`src/obml_pkg.sv`:
```
// Package of constants for the OTP boot mirror loader
package obml_pkg;
   // OTP geometry: 8K words of 32 bits
   localparam int          OTP_WORDS     = 8192;
   localparam int          OTP_AW        = 13;
   localparam int          DATA_W        = 32;
   // System RAM: 42 kB as 32-bit words
   localparam int          RAM_BYTES     = 43008;
   localparam int          RAM_WORDS     = RAM_BYTES / 4;
   localparam int          RAM_AW        = 14;
   // Vector table size in words
   localparam int          VEC_WORDS     = 64;
   // Header byte addresses, converted to word indices
   localparam logic [15:0] HDR_APP_FLAG  = 16'h7F00;
   localparam logic [15:0] HDR_LENGTH    = 16'h7FF8;
   localparam logic [15:0] HDR_DBG_FLAG  = 16'h7FFC;
   localparam logic [31:0] APP_MARKER    = 32'h1234A5A5;
   localparam logic [7:0]  DBG_ENABLE    = 8'h00;
   localparam logic [7:0]  DBG_DISABLE   = 8'hAA;
   // Remap target selection
   localparam logic [1:0]  MAP_ROM       = 2'h0;
   localparam logic [1:0]  MAP_SYSRAM    = 2'h1;
   localparam logic [1:0]  MAP_RETRAM   = 2'h2;
   typedef enum logic [3:0] {
      OBML_IDLE, OBML_RD_FLAG, OBML_RD_LEN, OBML_RD_DBG,
      OBML_COPY_RD, OBML_COPY_WR, OBML_HANDOFF, OBML_DONE
   } obml_state_t;
endpackage
```
`src/obml_loader.sv`:
```
// OTP boot mirror loader: copies OTP image into system RAM at boot
`timescale 1ns/10ps
`default_nettype none
//
// Overview of operation
// - Normal mode boot copies OTP into RAM.
// - After copy, hand off by reset or jump.
// - Copy runs on fast RC clock.
// - OTP read as 8K 32-bit words.
// - Vectors occupy first 64 words at zero.
// - Patch areas are header plus payload.
// - Development mode remaps zero, resets processor.
// - 42 kB system RAM is mirror destination.
// - Header length gives words to copy.
// - Header flag 0x00/0xAA gates debug port.
// - App valid only when marker matches.
module obml_loader #(
   parameter int OTP_AW = obml_pkg::OTP_AW,   // OTP word address width
   parameter int RAM_AW = obml_pkg::RAM_AW    // RAM word address width
) (
   // this clock is the fast_rc_oscillator during boot
   input  wire logic              clk_i,           // Fast RC clock
   input  wire logic              rst_n_i,         // Sync reset, low
   input  wire logic              boot_i,          // Boot/wake pulse
   input  wire logic              dev_mode_i,      // Development mode
   input  wire logic              dev_retram_i,    // Dev code in ret RAM
   input  wire logic              jump_handoff_i,  // 1 jump, 0 sw reset
   input  wire logic              main_xtal_ok_i,  // Crystal settled
   output logic                   otp_rd_o,        // OTP read strobe
   output logic [OTP_AW-1:0]      otp_addr_o,      // OTP word address
   input  wire logic [31:0]       otp_rdata_i,     // OTP data
   input  wire logic              otp_rvalid_i,    // OTP data valid
   output logic                   ram_we_o,        // RAM write strobe
   output logic [RAM_AW-1:0]      ram_addr_o,      // RAM word address
   output logic [31:0]            ram_wdata_o,     // RAM write data
   output logic                   cpu_hold_o,      // Processor held
   output logic                   cpu_reset_o,     // Processor reset pulse
   output logic                   cpu_jump_o,      // Jump-to-RAM pulse
   output logic [1:0]             remap_sel_o,     // Address zero target
   output logic                   dbg_port_en_o,   // Debug on pins
   output logic                   app_valid_o,     // OTP holds an app
   output logic                   use_rc_clk_o,    // Fast RC selected
   output logic                   busy_o           // Loader active
);

   // ------------------------------------------------------------
   // State registers
   // ------------------------------------------------------------
   obml_pkg::obml_state_t   state_ff, nxt_state;
   logic [OTP_AW-1:0]       addr_ff, nxt_addr;
   logic [OTP_AW:0]         len_ff, nxt_len;
   logic [31:0]             data_ff, nxt_data;
   logic                    rd_ff, nxt_rd;
   logic                    we_ff, nxt_we;
   logic                    hold_ff, nxt_hold;
   logic                    rst_ff, nxt_rst;
   logic                    jmp_ff, nxt_jmp;
   logic [1:0]              map_ff, nxt_map;
   logic                    dbg_ff, nxt_dbg;
   logic                    app_ff, nxt_app;
   logic                    rc_ff, nxt_rc;

   // Header word indices derived from byte addresses
   localparam logic [OTP_AW-1:0] IDX_APP =
      OTP_AW'(obml_pkg::HDR_APP_FLAG >> 2);
   localparam logic [OTP_AW-1:0] IDX_LEN =
      OTP_AW'(obml_pkg::HDR_LENGTH >> 2);
   localparam logic [OTP_AW-1:0] IDX_DBG =
      OTP_AW'(obml_pkg::HDR_DBG_FLAG >> 2);
   // Clamp to the smaller of RAM and OTP: an oversized length must
   // neither run past RAM nor wrap the OTP index and loop forever
   localparam int                MAX_WORDS =
      (obml_pkg::RAM_WORDS < (1 << OTP_AW)) ? obml_pkg::RAM_WORDS
                                           : (1 << OTP_AW);
   localparam logic [OTP_AW:0]   MAX_LEN =
      (OTP_AW+1)'(MAX_WORDS);

   // ------------------------------------------------------------
   // Next-state logic
   // ------------------------------------------------------------
   always_comb begin
      nxt_state = state_ff;
      nxt_addr  = addr_ff;
      nxt_len   = len_ff;
      nxt_data  = data_ff;
      nxt_rd    = 1'b0;
      nxt_we    = 1'b0;
      nxt_hold  = hold_ff;
      nxt_rst   = 1'b0;
      nxt_jmp   = 1'b0;
      nxt_map   = map_ff;
      nxt_dbg   = dbg_ff;
      nxt_app   = app_ff;
      nxt_rc    = rc_ff;
      case (state_ff)
         obml_pkg::OBML_IDLE, obml_pkg::OBML_DONE: begin
            // leave RC clock once crystal settles
            if (state_ff == obml_pkg::OBML_DONE && main_xtal_ok_i) begin
               nxt_rc = 1'b0;
            end
            // Wake-up is taken at rest and after a handoff alike
            if (boot_i) begin
               nxt_hold = 1'b1;
               nxt_rc   = 1'b1;
               if (dev_mode_i) begin
                  nxt_map   = dev_retram_i ? obml_pkg::MAP_RETRAM
                                           : obml_pkg::MAP_SYSRAM;
                  nxt_state = obml_pkg::OBML_HANDOFF;
               end else begin
                  nxt_addr  = IDX_APP;
                  nxt_rd    = 1'b1;
                  nxt_state = obml_pkg::OBML_RD_FLAG;
               end
            end
         end
         obml_pkg::OBML_RD_FLAG: begin
            if (otp_rvalid_i) begin
               nxt_app = (otp_rdata_i == obml_pkg::APP_MARKER);
               if (otp_rdata_i == obml_pkg::APP_MARKER) begin
                  nxt_addr  = IDX_LEN;
                  nxt_rd    = 1'b1;
                  nxt_state = obml_pkg::OBML_RD_LEN;
               end else begin
                  // No image: stay in boot code, no copy
                  nxt_map   = obml_pkg::MAP_ROM;
                  nxt_state = obml_pkg::OBML_HANDOFF;
               end
            end
         end
         obml_pkg::OBML_RD_LEN: begin
            if (otp_rvalid_i) begin
               nxt_len   = (otp_rdata_i > 32'(MAX_LEN)) ? MAX_LEN
                           : otp_rdata_i[OTP_AW:0];
               nxt_addr  = IDX_DBG;
               nxt_rd    = 1'b1;
               nxt_state = obml_pkg::OBML_RD_DBG;
            end
         end
         obml_pkg::OBML_RD_DBG: begin
            if (otp_rvalid_i) begin
               nxt_dbg  = (otp_rdata_i[7:0] != obml_pkg::DBG_DISABLE);
               // start at word zero (vectors first)
               // vector table leads the copied image
               nxt_addr = '0;
               nxt_map  = obml_pkg::MAP_SYSRAM;
               if (len_ff == '0) begin
                  nxt_state = obml_pkg::OBML_HANDOFF;
               end else begin
                  nxt_rd    = 1'b1;
                  nxt_state = obml_pkg::OBML_COPY_RD;
               end
            end
         end
         obml_pkg::OBML_COPY_RD: begin
            // patch areas ride along as plain words
            if (otp_rvalid_i) begin
               nxt_data  = otp_rdata_i;
               nxt_we    = 1'b1;
               nxt_state = obml_pkg::OBML_COPY_WR;
            end
         end
         obml_pkg::OBML_COPY_WR: begin
            if ((OTP_AW+1)'(addr_ff) + 1'b1 >= len_ff) begin
               nxt_state = obml_pkg::OBML_HANDOFF;
            end else begin
               nxt_addr  = addr_ff + 1'b1;
               nxt_rd    = 1'b1;
               nxt_state = obml_pkg::OBML_COPY_RD;
            end
         end
         obml_pkg::OBML_HANDOFF: begin
            // jump only in normal mode with a matched app marker, else reset
            nxt_hold  = 1'b0;
            nxt_jmp   = jump_handoff_i & ~dev_mode_i & app_ff;
            nxt_rst   = ~(jump_handoff_i & ~dev_mode_i & app_ff);
            nxt_state = obml_pkg::OBML_DONE;
         end
         default: begin
            nxt_state = obml_pkg::OBML_IDLE;
         end
      endcase
   end

   // ------------------------------------------------------------
   // Registers
   // ------------------------------------------------------------
   always_ff @(posedge clk_i) begin
      if (!rst_n_i) begin
         state_ff <= obml_pkg::OBML_IDLE;
         addr_ff  <= '0;
         len_ff   <= '0;
         data_ff  <= '0;
         rd_ff    <= 1'b0;
         we_ff    <= 1'b0;
         hold_ff  <= 1'b1;
         rst_ff   <= 1'b0;
         jmp_ff   <= 1'b0;
         map_ff   <= obml_pkg::MAP_ROM;
         dbg_ff   <= 1'b1;
         app_ff   <= 1'b0;
         rc_ff    <= 1'b1;
      end else begin
         state_ff <= nxt_state;
         addr_ff  <= nxt_addr;
         len_ff   <= nxt_len;
         data_ff  <= nxt_data;
         rd_ff    <= nxt_rd;
         we_ff    <= nxt_we;
         hold_ff  <= nxt_hold;
         rst_ff   <= nxt_rst;
         jmp_ff   <= nxt_jmp;
         map_ff   <= nxt_map;
         dbg_ff   <= nxt_dbg;
         app_ff   <= nxt_app;
         rc_ff    <= nxt_rc;
      end
   end

   // ------------------------------------------------------------
   // Outputs
   // ------------------------------------------------------------
   // word addressed OTP reads
   assign otp_rd_o      = rd_ff;
   assign otp_addr_o    = addr_ff;
   // RAM word offset mirrors OTP word index
   assign ram_we_o      = we_ff;
   assign ram_addr_o    = RAM_AW'(addr_ff);
   assign ram_wdata_o   = data_ff;
   assign cpu_hold_o    = hold_ff;
   assign cpu_reset_o   = rst_ff;
   assign cpu_jump_o    = jmp_ff;
   assign remap_sel_o   = map_ff;
   assign dbg_port_en_o = dbg_ff;
   assign app_valid_o   = app_ff;
   assign use_rc_clk_o  = rc_ff;
   assign busy_o        = (state_ff != obml_pkg::OBML_IDLE) &&
                          (state_ff != obml_pkg::OBML_DONE);
endmodule
`default_nettype wire

```
`config.mk`:
```
export PLATFORM = sky130hd
export DESIGN_NAME = obml_loader
export DESIGN_NICKNAME = d
export VERILOG_FILES = /design/src/obml_pkg.sv /design/src/obml_loader.sv
export SDC_FILE = /design/constraint.sdc
export NUM_CORES = 1
export LEC_CHECK = 0
export ABC_AREA = 1
export BUFFER_PORTS_ARGS = -buffer_cell sky130_fd_sc_hd__buf_2
export CAP_MARGIN = 20
export CORE_MARGIN = 2
export CORE_UTILIZATION = 50
export DETAILED_ROUTE_END_ITERATION = 8
export PLACE_DENSITY_LB_ADDON = 0.15
export SLEW_MARGIN = 20
export SYNTH_ARGS = -nofsm -noshare
export SYNTH_HDL_FRONTEND = slang
export SYNTH_SLANG_ARGS = --single-unit
```
`constraint.sdc`:
```
create_clock -name clk_i -period 2.9 [get_ports clk_i]
set_input_delay 0.58 -clock clk_i [delete_from_list [all_inputs] [get_ports clk_i]]
set_output_delay 0.58 -clock clk_i [all_outputs]
set_load 0.005 [all_outputs]
```
==> results by group, run 1 <==
Setup path
  • Crit Reg-Reg Startpoint: otp_addr_o[2]
  • Type of origin of the critical path: register
  • R2r setup slk: roughly 0.23 ns
  • RR Endpoint: otp_addr_o[11]
  • Worst EP required: 3.19 ns
  • CP Class: register to register
  • R2R depth: 17
  • CP arrival: ~3.0 ns
  • CP endpoint kind: register
  • Critical path fanouts, max: 12

Timing
  • Final setup margin: ~0.23 ns
  • Worst Max-Slew Pin Slew: around 0.60 ns
  • Skew final: around 0.0084 ns
  • Fmax: ~370 MHz
  • Post-route minimum period: roughly 2.7 ns
  • Min Hold Slack: approximately 0.44 ns
  • Final hold vios: 0
  • Slew HR: 0.5967
  • Tcrit/Tclk final: 0.9213
  • Max-slew violations: 0
  • Final setup violation count: 0

Yosys
  • Top-count cell post-synth: nand2_1
  • Syn_area_per_cell: 6.644 um2
  • Post-synth EDFFs: 0
  • Synth Area in Simple Gates: 0.2639
  • Synthesis Warnings: 0
  • Yosys reg bits: 72
  • Multiplexer area fraction after synthesis: 0
  • Post-synthesis net count: about 660
  • Complex-gate fraction of the synthesized area: 0.1568
  • Top cells by count, synth: nand2_1, inv_1, dfxtp_1
  • Synth area leader: dfxtp_1
  • Post-Synthesis Cells: between 600 and 700
  • Cell area after synthesis: between 4000 and 5000 um2
  • Netlist cell types: 36
  • XOR/XNOR share of the synthesized area: 0.01968
  • Async SR Flop Fraction: 0
  • Top FF cell, synth: dfxtp_1
  • Top post-synthesis cells by area: dfxtp_1, nand2_1, inv_1, a21oi_1, o21ai_0
  • Sequential area share after synthesis: 0.3598
  • Main combinational cell family by area after synthesis: simple AND/OR/NAND/NOR gates
  • Post-synthesis adder-cell area fraction: 0.04685
  • Top cell type's share of synthesized area: 0.3598

Floorplanning
  • Initial Utilization: 0.5185
  • Std cell rows: 32
  • Core ar.: 7727 um2
  • Die Y-Extent: approximately 94 um
  • Num ports: 110
  • Chip width: 93.52 um
  • DIE AREA: 8745 um2

Layout
  • Fillers: 734
  • Final nets: 750
  • Filler-free cell count of the finished design: ~800
  • Layout cells sized above 1: 0.2229
  • Syn-to-layout area delta: 19.55%
  • N_diodes: 0

Routing
  • Via count: just under 4000
  • Drt first pass iters: 4
  • Vias per cell: 4.943
  • Metal3 WL: a little over 500 um
  • Post-Route WL: roughly 10000 um
  • Top routing layer used: met4
  • Met1 wire length: 4597 um
  • Met2 WL: 4554 um
  • First-iteration detailed-routing DRC count: 231
  • Per-cell routed wire length: roughly 12 um
  • DRC errors left: 0
  • DRT antenna net count: 0

CTS
  • Num CTS Buffers: 9
  • CTS tree: yes
  • CTS Hold Bufs: 0
  • CTS max path bufs: 2
  • Clock latency on the worst-skew pair: about 0.35 ns
  • Clock sink count: 72
  • Clock transition at the registers of the reported paths: ~0.080 ns
  • Root buffer cell: clkbuf_8
  • H-tree levels: 3

Power
  • Power, Total: between 4 and 5 mW
  • VDD IR-drop max: between 0.0004 and 0.0005 V
  • Power Density: ~890 nW/um2
  • LEAKAGE: approximately 2.4 nW

Placement
  • DP Wirelength: just over 7000 um
  • Port Buf Inserts: 108
  • Dpl cells: between 700 and 800
  • Routability congestion estimate: about 0.87
  • Setup WS pre-CTS: 0.05776 ns

Global route
  • Initial antenna violation count: 0
  • Largest net degree at the start of global routing: 66
  • Vias in the first global route: ~3700
  • Total GRT Usage: 0.2262
  • Gr ovfl total: 0
  • First-pass GRT wire length: 16150 um

Worst hold path
  • Worst hold endpoint: cpu_reset_o
  • Hold Path Cell Cnt: 2
  • Worst hold path type: input port to register
  • Hold Startpoint: jump_handoff_i

Outcome
  • Outcome: finished, final reports clean

Job
  • Max Cap Viol: 0
-- state kept, by name, indices dropped and copies added (netlist names) --
name           flops
len_ff            14
ram_wdata_o       32
cpu_hold_o         1
ram_we_o           1
cpu_jump_o         1
app_valid_o        1
state_ff           3
otp_rd_o           1
otp_addr_o        13
cpu_reset_o        1
remap_sel_o        2
use_rc_clk_o       1
dbg_port_en_o      1
-- cell usage in the layout, fill, tap and decap left out, types with 3 or more instances in the layout --
master	count
a21oi_1	58
buf_2	108
buf_4	9
clkbuf_8	10
dfxtp_1	70
ha_1	15
inv_1	101
inv_2	3
nand2_1	119
nand2_2	3
nand2_4	3
nand3_1	32
nand4_1	8
nor2_1	55
nor2_2	5
nor2_4	3
nor3_1	5
nor4_1	3
o21ai_0	54
xor2_1	9
-- report_power, final --
group	switching, mW	internal, mW
sequential	0.145	1.23
combinational	1.21	0.748
clock	0.404	0.511
-- per-stage QoR --
stage / TNS (ns) / util / area, um2
final: 0 / 0.6198 / 4790
after global routing: -0.0008666 / 0.6198 / 4790
after CTS: 0 / 0.6119 / 4728
after detailed placement: 0 / 0.5824 / 4501
after global placement: 0 / 0.5824 / 4501
after floorplan: 0 / - / 4006
-- layout make-up --
class,instances,area (um2),share of cell area
sequential,72,1446,0.3020
timing repair buffer,117,608.1,0.1270
clock buffer,10,137.6,0.02874
tap,102,127.6,0.02665
inverter,104,390.4,0.08150
multi-input combinational,391,1989,0.4154
clock inverter,6,90.09,0.01881
-- worst max path at each step --
stage	from	end	slack, ns
after global placement	otp_addr_o[0]	otp_addr_o[10]	0.19
final	otp_addr_o[2]	otp_addr_o[11]	0.23
after floorplan	otp_addr_o[0]	otp_addr_o[0]	0.37
after CTS	otp_addr_o[0]	otp_addr_o[11]	0.04
after detailed placement	otp_addr_o[0]	otp_addr_o[11]	0.06
after global routing	otp_addr_o[0]	otp_addr_o[2]	-0.0009
-- worst max-delay path: stages (launching register included) --
cell and delay, ns:
dfxtp_1 0.46, nand3_1 0.21, nor2_4 0.20, nand3_1 0.11, xor2_1 0.24, ha_1 0.29
nand2_1 0.09, inv_1 0.06, nand2_1 0.06, nand2_1 0.04, nand2_1 0.05, nand2_1 0.04
nand3b_1 0.22, nand2_4 0.16, nand2_4 0.12, nand2_1 0.11, nand2_1 0.05, nor2_1 0.08
-- kinds of logic (layout without fill, tap and decap cells) --
kind of cell    after synthesis  after routing
xor+xnor                      9              9
fa+ha+maj                    15             15
simple gates                244            245
flops                        72             72
compound gates              121            121
buf+inv                     141            237
other cells                   1              1
-- timing repair --
action / 4_1_cts / 5_1_grt
buffers inserted: 0 / 3
setup endpoints to repair: 0 / 14
gates resized for setup: 0 / 10
-- metal layers --
layer / global-route usage / up-vias
met5: 0 / -
met4: 0.08088 / 0
met3: 0.03626 / 20
met2: 0.3753 / 99
met1: 0.2965 / 1765
li1: - / 2080
Power figures use the tool's default switching activity.
==> run 2: changes to the inputs <==
--- a/config.mk
+++ b/config.mk
@@ -7,7 +7,7 @@
 export LEC_CHECK = 0
 export ABC_AREA = 1
 export BUFFER_PORTS_ARGS = -buffer_cell sky130_fd_sc_hd__buf_2
-export CAP_MARGIN = 20
+export CAP_MARGIN = 25
 export CORE_MARGIN = 2
 export CORE_UTILIZATION = 50
 export DETAILED_ROUTE_END_ITERATION = 8
==> constraint.sdc (replaced) <==
create_clock -name clk_i -period 2.9 [get_ports clk_i]
set_input_delay 0.58 -clock clk_i [delete_from_list [all_inputs] [get_ports clk_i]]
set_output_delay 0.58 -clock clk_i [all_outputs]
set_load 0.1 [all_outputs]
==> run 2 against run 1 <==
Effect of this change: via count down 0.66%; combinational power up 86%; cell count shrank 0.75%; clock skew down 0.0028 ns; critical path depth stayed put; critical path type unchanged; sequential share of layout area grew 0.57 points; count of clock-buffer cells in the layout did not move; setup slack gained 0.038 ns; maximum frequency increased by 1.4%; hold slack better by 0.0040 ns; die area did not move.
==> results by group, run 2 (synthesized netlist as in run 1, its figures left out) <==
Outcome
  • Outcome: finished, final reports clean

Setup path
  • Worst Setup EP: otp_addr_o[8]
  • Crit-path slowest cell: dfxtp_2
  • Critical path's largest stage delay: 0.39 ns (-0.07 ns)
  • Critical path fanouts, max: 24 (+12)
  • Worst EP required: 3.14 ns (-0.05 ns)
  • CP endpoint kind: register
  • Crit path depth: 17 (unchanged)
  • Worst-path cell chain: ha_1 > nand2_1 > nor2_4 > nand3_1 > o21ai_1 > nand2_1 > inv_1 > ha_1 > nand4_1 > inv_1 > nand2_1 > nand2_1 > nand3b_1 > nand2_4 > nand2_8 > nor2_1 > nor2_1
  • Crit-path most repeated cell: nand2_1
  • R2r setup slk: 0.27 ns (+0.04 ns)
  • CP Buf/Inv Count: 2 (+1)
  • Delay-heaviest family, CP: simple AND/OR/NAND/NOR gates
  • CP Class: register to register
  • R2R depth: 17 (unchanged)
  • Critical path startpoint: otp_addr_o[0]
  • Crit Reg-Reg Startpoint: otp_addr_o[0]
  • CP arrival: 2.88 ns (-0.08 ns)
  • RR Endpoint: otp_addr_o[8]
  • Type of origin of the critical path: register

Global route
  • First-pass GRT wire length: 15840 um (-2.0%)
  • Vias in the first global route: 3615 (-1.8%)
  • Gr ovfl total: 0 (unchanged)
  • Initial antenna violation count: 0 (unchanged)
  • Largest net degree at the start of global routing: 66 (unchanged)
  • Total GRT Usage: 0.2224 (-0.003760)

Routing
  • Post-Route WL: 9569 um (-2.6%)
  • Vias per cell: 4.947 (about the same)
  • Via count: 3938 (-0.66%)
  • DRC errors left: 0 (unchanged)
  • Drt first pass iters: 4 (unchanged)
  • First-iteration detailed-routing DRC count: 156 (-32%)
  • DRT antenna net count: 0 (unchanged)
  • Per-cell routed wire length: 12.02 um (-1.9%)

Timing
  • Final setup margin: 0.2662 ns (+0.03789 ns)
  • Worst Max-Slew Pin Slew: 0.5395 ns (-0.06538 ns)
  • Tcrit/Tclk final: 0.9082 (-0.01306)
  • Final setup violation count: 0 (unchanged)
  • Fin Setup TNS: 0 ns (unchanged)
  • Skew final: 0.005605 ns (-0.002818 ns)
  • Min Hold Slack: 0.4408 ns (+0.003957 ns)
  • Max-slew violations: 0 (unchanged)
  • Slew HR: 0.6403 (+0.04358)
  • Final hold vios: 0 (unchanged)
  • Fmax: 379.7 MHz (+1.4%)
  • Post-route minimum period: 2.634 ns (-0.03788 ns)

CTS
  • H-tree levels: 3 (unchanged)
  • Num CTS Buffers: 9 (unchanged)
  • CTS max path bufs: 2 (unchanged)
  • Clock sink count: 72 (unchanged)
  • Clock transition at the registers of the reported paths: 0.08 ns (about the same)
  • CTS tree: yes
  • CTS Hold Bufs: 0 (unchanged)
  • Clock latency on the worst-skew pair: 0.35 ns (about the same)
  • Root buffer cell: clkbuf_8

Layout
  • Filler-free cell count of the finished design: 796 (-0.75%)
  • Max FFs per register: 32 (unchanged)
  • Design area: 4717 um2 (-1.5%)
  • Commonest cells after routing, fill and taps aside: nand2_1, buf_2, inv_1, dfxtp_1, a21oi_1
  • Syn-to-layout area delta: 17.74%
  • N_diodes: 0 (unchanged)
  • Final nets: 744 (-0.80%)
  • Most common cell after layout, fill and taps aside: nand2_1
  • Layout cells sized above 1: 0.2233 (+0.0004858)
  • Core Util, Final: 0.6104 (-0.009392)

Power
  • VDD IR-drop max: 0.0007311 V (+81%)
  • Combinational group share of total power: 0.621 (+0.160)
  • Switching share of power: 0.5958 (+0.1820)
  • P_sw: 3.476 mW (+98%)
  • Cell-internal power: 2.359 mW (-5.1%)
  • Power Density: 1237 nW/um2 (+40%)
  • LEAKAGE: 2.343 nW (-1.9%)
  • Clock Power Share: 0.137 (-0.079)
  • Power, Total: 5.835 mW (+38%)
  • Part of the power in registers: 0.242 (-0.082)

Floorplanning
  • DIE AREA: 8745 um2 (unchanged)
  • Num ports: 110 (unchanged)
  • Die Y-Extent: 93.52 um (unchanged)
  • Std cell rows: 32 (unchanged)
  • Chip width: 93.52 um (unchanged)
  • Initial Utilization: 0.5185 (unchanged)
  • Core ar.: 7727 um2 (unchanged)

Placement
  • Setup WS pre-CTS: 0.1502 ns (+0.09245 ns)
  • DP Wirelength: 7009 um (-1.5%)
  • Placed Area: 4488 um2 (-0.28%)
  • Port Buf Inserts: 108 (unchanged)
  • Dpl cells: 779 (-0.38%)
  • Routability congestion estimate: 0.8690 (+0.37%)

Job
  • Max Cap Viol: 0 (unchanged)

Worst hold path
  • Worst hold path type: input port to register
## run 2: changes by cell type in the layout (fill, tap and decap cells not counted), moves of 2 or more
cell     before  now
dfxtp_2       1    8
dfxtp_1      70   64
buf_4         9    4
nand2_4       3    1
## run 2: metal layers
metal / track usage / vias to the layer above / part of all wire
met5: 0 / - / 0
met4: 0.07966 / 0 / 0.012
met3: 0.03546 / 16 / 0.053
met2: 0.3843 / 101 / 0.48
met1: 0.2791 / 1754 / 0.46
li1: - / 2067 / -
## run 2: worst min-delay path by stage
stage                                  to       startpoint  cells after the start
after floorplan                len_ff[10]       len_ff[10]                      2
after detailed placement   ram_wdata_o[9]   ram_wdata_o[9]                      2
after global placement    ram_wdata_o[19]  ram_wdata_o[19]                      2
after CTS                     cpu_reset_o   jump_handoff_i                      2
after global routing          cpu_reset_o   jump_handoff_i                      2
final                         cpu_reset_o   jump_handoff_i                      2
## run 2: cell type report
type                    count  area (um2)
fillers                   759        3010
multi-input cells         390        1982
flip-flops and latches     72        1451
repair buffers            112       570.5
inverters                 104       390.4
clock buffers              10       127.6
well taps                 102       127.6
clock inverters             6       67.56
## run 2: worst register-to-register path, delay by kind of cell (launching register included)
kind	cells	cell delay (ns)
compound gates	1	0.15
fa+ha+maj	2	0.43
buf+inv	2	0.13
flops	1	0.39
simple gates	12	1.43
## run 2: power by group through the flow
stage	Clock (mW)	Sequential, mW	Combinational, mW
2_1_floorplan	0	2.63	1.94
3_3_place_gp	0	1.43	3.50
3_5_place_dp	0	1.43	3.55
4_1_cts	0.825	1.41	3.56
5_1_grt	0.873	1.45	3.92
6_report	0.801	1.41	3.62
## run 2: repair_timing
item                                    4_1_cts  5_1_grt
resized for setup                             0        6
buffers inserted                              0        1
endpoints found under the setup margin        0       12
==> run 3: changes to the inputs <==
--- a/config.mk
+++ b/config.mk
@@ -11,7 +11,9 @@
 export CORE_MARGIN = 2
 export CORE_UTILIZATION = 50
 export DETAILED_ROUTE_END_ITERATION = 8
-export PLACE_DENSITY_LB_ADDON = 0.15
+export MAX_ROUTING_LAYER = met4
+export PLACE_DENSITY = 0.76
+export SKIP_CTS_REPAIR_TIMING = 1
 export SLEW_MARGIN = 20
 export SYNTH_ARGS = -nofsm -noshare
 export SYNTH_HDL_FRONTEND = slang
==> run 3 against run 2 <==
Effect of this change: non-clock buffer count down 1; cell area decreased by 0.37%; clock skew barely moved; critical path type unchanged; largest power group unchanged; clock power decreased by 3.1%; die area unchanged; count of clock-buffer cells in the layout increased by 1; global-route usage grew 1.0 points.
==> results by group, run 3 (synthesized netlist as in run 1, its figures left out) <==
Outcome
  • Outcome: finished, final reports clean

Floorplanning
  • Core ar.: 7727 um2 (unchanged)
  • Std cell rows: 32 (unchanged)
  • Num ports: 110 (unchanged)
  • DIE AREA: 8745 um2 (unchanged)
  • Chip width: 93.52 um (unchanged)
  • Initial Utilization: 0.5185 (unchanged)
  • Die Y-Extent: 93.52 um (unchanged)

CTS
  • H-tree levels: 3 (unchanged)
  • CTS max path bufs: 2 (unchanged)
  • CTS tree: yes
  • Num CTS Buffers: 9 (unchanged)
  • Clock sink count: 72 (unchanged)
  • Root buffer cell: clkbuf_8
  • Clock transition at the registers of the reported paths: 0.07 ns (about the same)
  • Clock latency on the worst-skew pair: 0.35 ns (about the same)

Global route
  • Initial antenna violation count: 0 (unchanged)
  • Gr ovfl total: 0 (unchanged)
  • First-pass GRT wire length: 16010 um (+1.1%)
  • Total GRT Usage: 0.2325 (+0.01010)
  • Vias in the first global route: 3551 (-1.8%)
  • Largest net degree at the start of global routing: 66 (unchanged)

Routing
  • Per-cell routed wire length: 12.14 um (+0.97%)
  • DRC errors left: 0 (unchanged)
  • First-iteration detailed-routing DRC count: 196 (+26%)
  • Via count: 3917 (-0.53%)
  • Vias per cell: 4.939 (-0.16%)
  • Post-Route WL: 9625 um (+0.59%)
  • DRT antenna net count: 0 (unchanged)
  • Drt first pass iters: 5 (+1)

Layout
  • Max FFs per register: 32 (unchanged)
  • Commonest cells after routing, fill and taps aside: nand2_1, buf_2, inv_1, dfxtp_1, a21oi_1
  • N_diodes: 0 (unchanged)
  • Layout cells sized above 1: 0.2200 (-0.003372)
  • Fillers: 765 (+0.79%)
  • Filler-free cell count of the finished design: 793 (-0.38%)
  • Core Util, Final: 0.6082 (-0.002266)
  • Most common cell after layout, fill and taps aside: nand2_1
  • Syn-to-layout area delta: 17.30%
  • Final nets: 743 (-0.13%)

Power
  • Power Density: 1229 nW/um2 (-0.63%)
  • Power, Total: 5.777 mW (-1.0%)
  • P_sw: 3.423 mW (-1.5%)
  • Clock Power Share: 0.134 (-0.003)
  • VDD IR-drop max: 0.0008909 V (+22%)
  • Part of the power in registers: 0.245 (+0.003)
  • Switching share of power: 0.5926 (-0.003139)
  • Combinational group share of total power: 0.620 (about the same)
  • Cell-internal power: 2.353 mW (-0.23%)
  • LEAKAGE: 2.341 nW (-0.11%)

Setup path
  • Crit-path most repeated cell: nand2_1
  • Critical path's largest stage delay: 0.39 ns (about the same)
  • Crit-path slowest cell: dfxtp_2
  • Delay-heaviest family, CP: simple AND/OR/NAND/NOR gates
  • CP endpoint kind: register
  • Type of origin of the critical path: register
  • Critical path fanouts, max: 24 (unchanged)
  • R2r setup slk: 0.28 ns (about the same)
  • CP Buf/Inv Count: 2 (unchanged)
  • CP Class: register to register
  • Worst EP required: 3.17 ns (+0.03 ns)
  • CP arrival: 2.89 ns (about the same)
  • Worst-path cell chain: ha_1 > nand2_1 > nor2_4 > nand3_1 > o21ai_1 > nand2_1 > inv_1 > ha_1 > nand4_1 > inv_1 > nand2_1 > nand2_1 > nand3b_1 > nand2_4 > nand2_8 > nand2_1 > nand2_1 > nor2_1

Timing
  • Max-slew violations: 0 (unchanged)
  • Post-route minimum period: 2.619 ns (-0.01435 ns)
  • Fmax: 381.8 MHz (+0.55%)
  • Skew final: 0.005975 ns (+0.0003703 ns)
  • Final hold vios: 0 (unchanged)
  • Slew HR: 0.6416 (+0.001322)
  • Tcrit/Tclk final: 0.9033 (-0.004947)
  • Fin Setup TNS: 0 ns (unchanged)
  • Final setup violation count: 0 (unchanged)
  • Final setup margin: 0.2805 ns (+0.01434 ns)
  • Worst Max-Slew Pin Slew: 0.5376 ns (-0.001984 ns)

Placement
  • Port Buf Inserts: 108 (unchanged)
  • Routability congestion estimate: 0.8800 (+1.3%)
  • Setup WS pre-CTS: 0.09307 ns (-0.05714 ns)
  • Dpl cells: 779 (unchanged)
  • DP Wirelength: 7129 um (+1.7%)

Worst hold path
  • Worst hold path type: register to register

Job
  • Max Cap Viol: 0 (unchanged)
[run 3: cell types whose count changed in the layout (fill, tap and decap cells not counted)]
cell and delta:
buf_4 -1, inv_6 -1, clkinvlp_4 -2, clkbuf_8 +1
[run 3: final timing paths]
path / from / depth (start not counted) / endpoint
max reg2reg: otp_addr_o[0] / 18 / otp_addr_o[0]
max: otp_addr_o[0] / 18 / otp_addr_o[0]
min: ram_wdata_o[22] / 2 / ram_wdata_o[22]
min reg2reg: ram_wdata_o[22] / 2 / ram_wdata_o[22]
[run 3: per-stage QoR]
step           cell area (um2)  hold WS [ns]
2_1_floorplan             4016        0.5045
3_3_place_gp              4488        0.4292
3_5_place_dp              4488        0.4333
4_1_cts                   4673        0.4301
5_1_grt                   4700        0.4501
6_report                  4700        0.4442
[run 3: cell type report]
| type | instances | area [um2] | area share |
|---|---|---|---|
| multi-input combinational | 390 | 1982 | 0.4217 |
| clock inverter | 3 | 43.79 | 0.009318 |
| timing repair buffer | 111 | 563.0 | 0.1198 |
| sequential | 72 | 1451 | 0.3088 |
| tap | 102 | 127.6 | 0.02716 |
| clock buffer | 11 | 141.4 | 0.03009 |
| inverter | 104 | 390.4 | 0.08307 |
[run 3: power groups by stage]
stage | Clock (mW) | Sequential [mW] | Combinational (mW)
after floorplan | 0 | 2.63 | 1.94
after global placement | 0 | 1.43 | 3.48
after detailed placement | 0 | 1.44 | 3.54
after CTS | 0.799 | 1.41 | 3.55
after global routing | 0.844 | 1.45 | 3.87
final | 0.776 | 1.42 | 3.58
[run 3: tightest hold or removal path, stage by stage (launching register included)]
cell and delay [ns]:
dfxtp_1 0.31, inv_1 0.04, a21oi_1 0.05
[run 3: layer usage]
| layer | vias to the layer above | part of all wire | GRT usage |
|---|---|---|---|
| met5 | - | 0 | - |
| met4 | 0 | 0.022 | 0.1029 |
| met3 | 19 | 0.045 | 0.03626 |
| met2 | 102 | 0.47 | 0.3681 |
| met1 | 1737 | 0.47 | 0.2940 |
| li1 | 2059 | - | - |
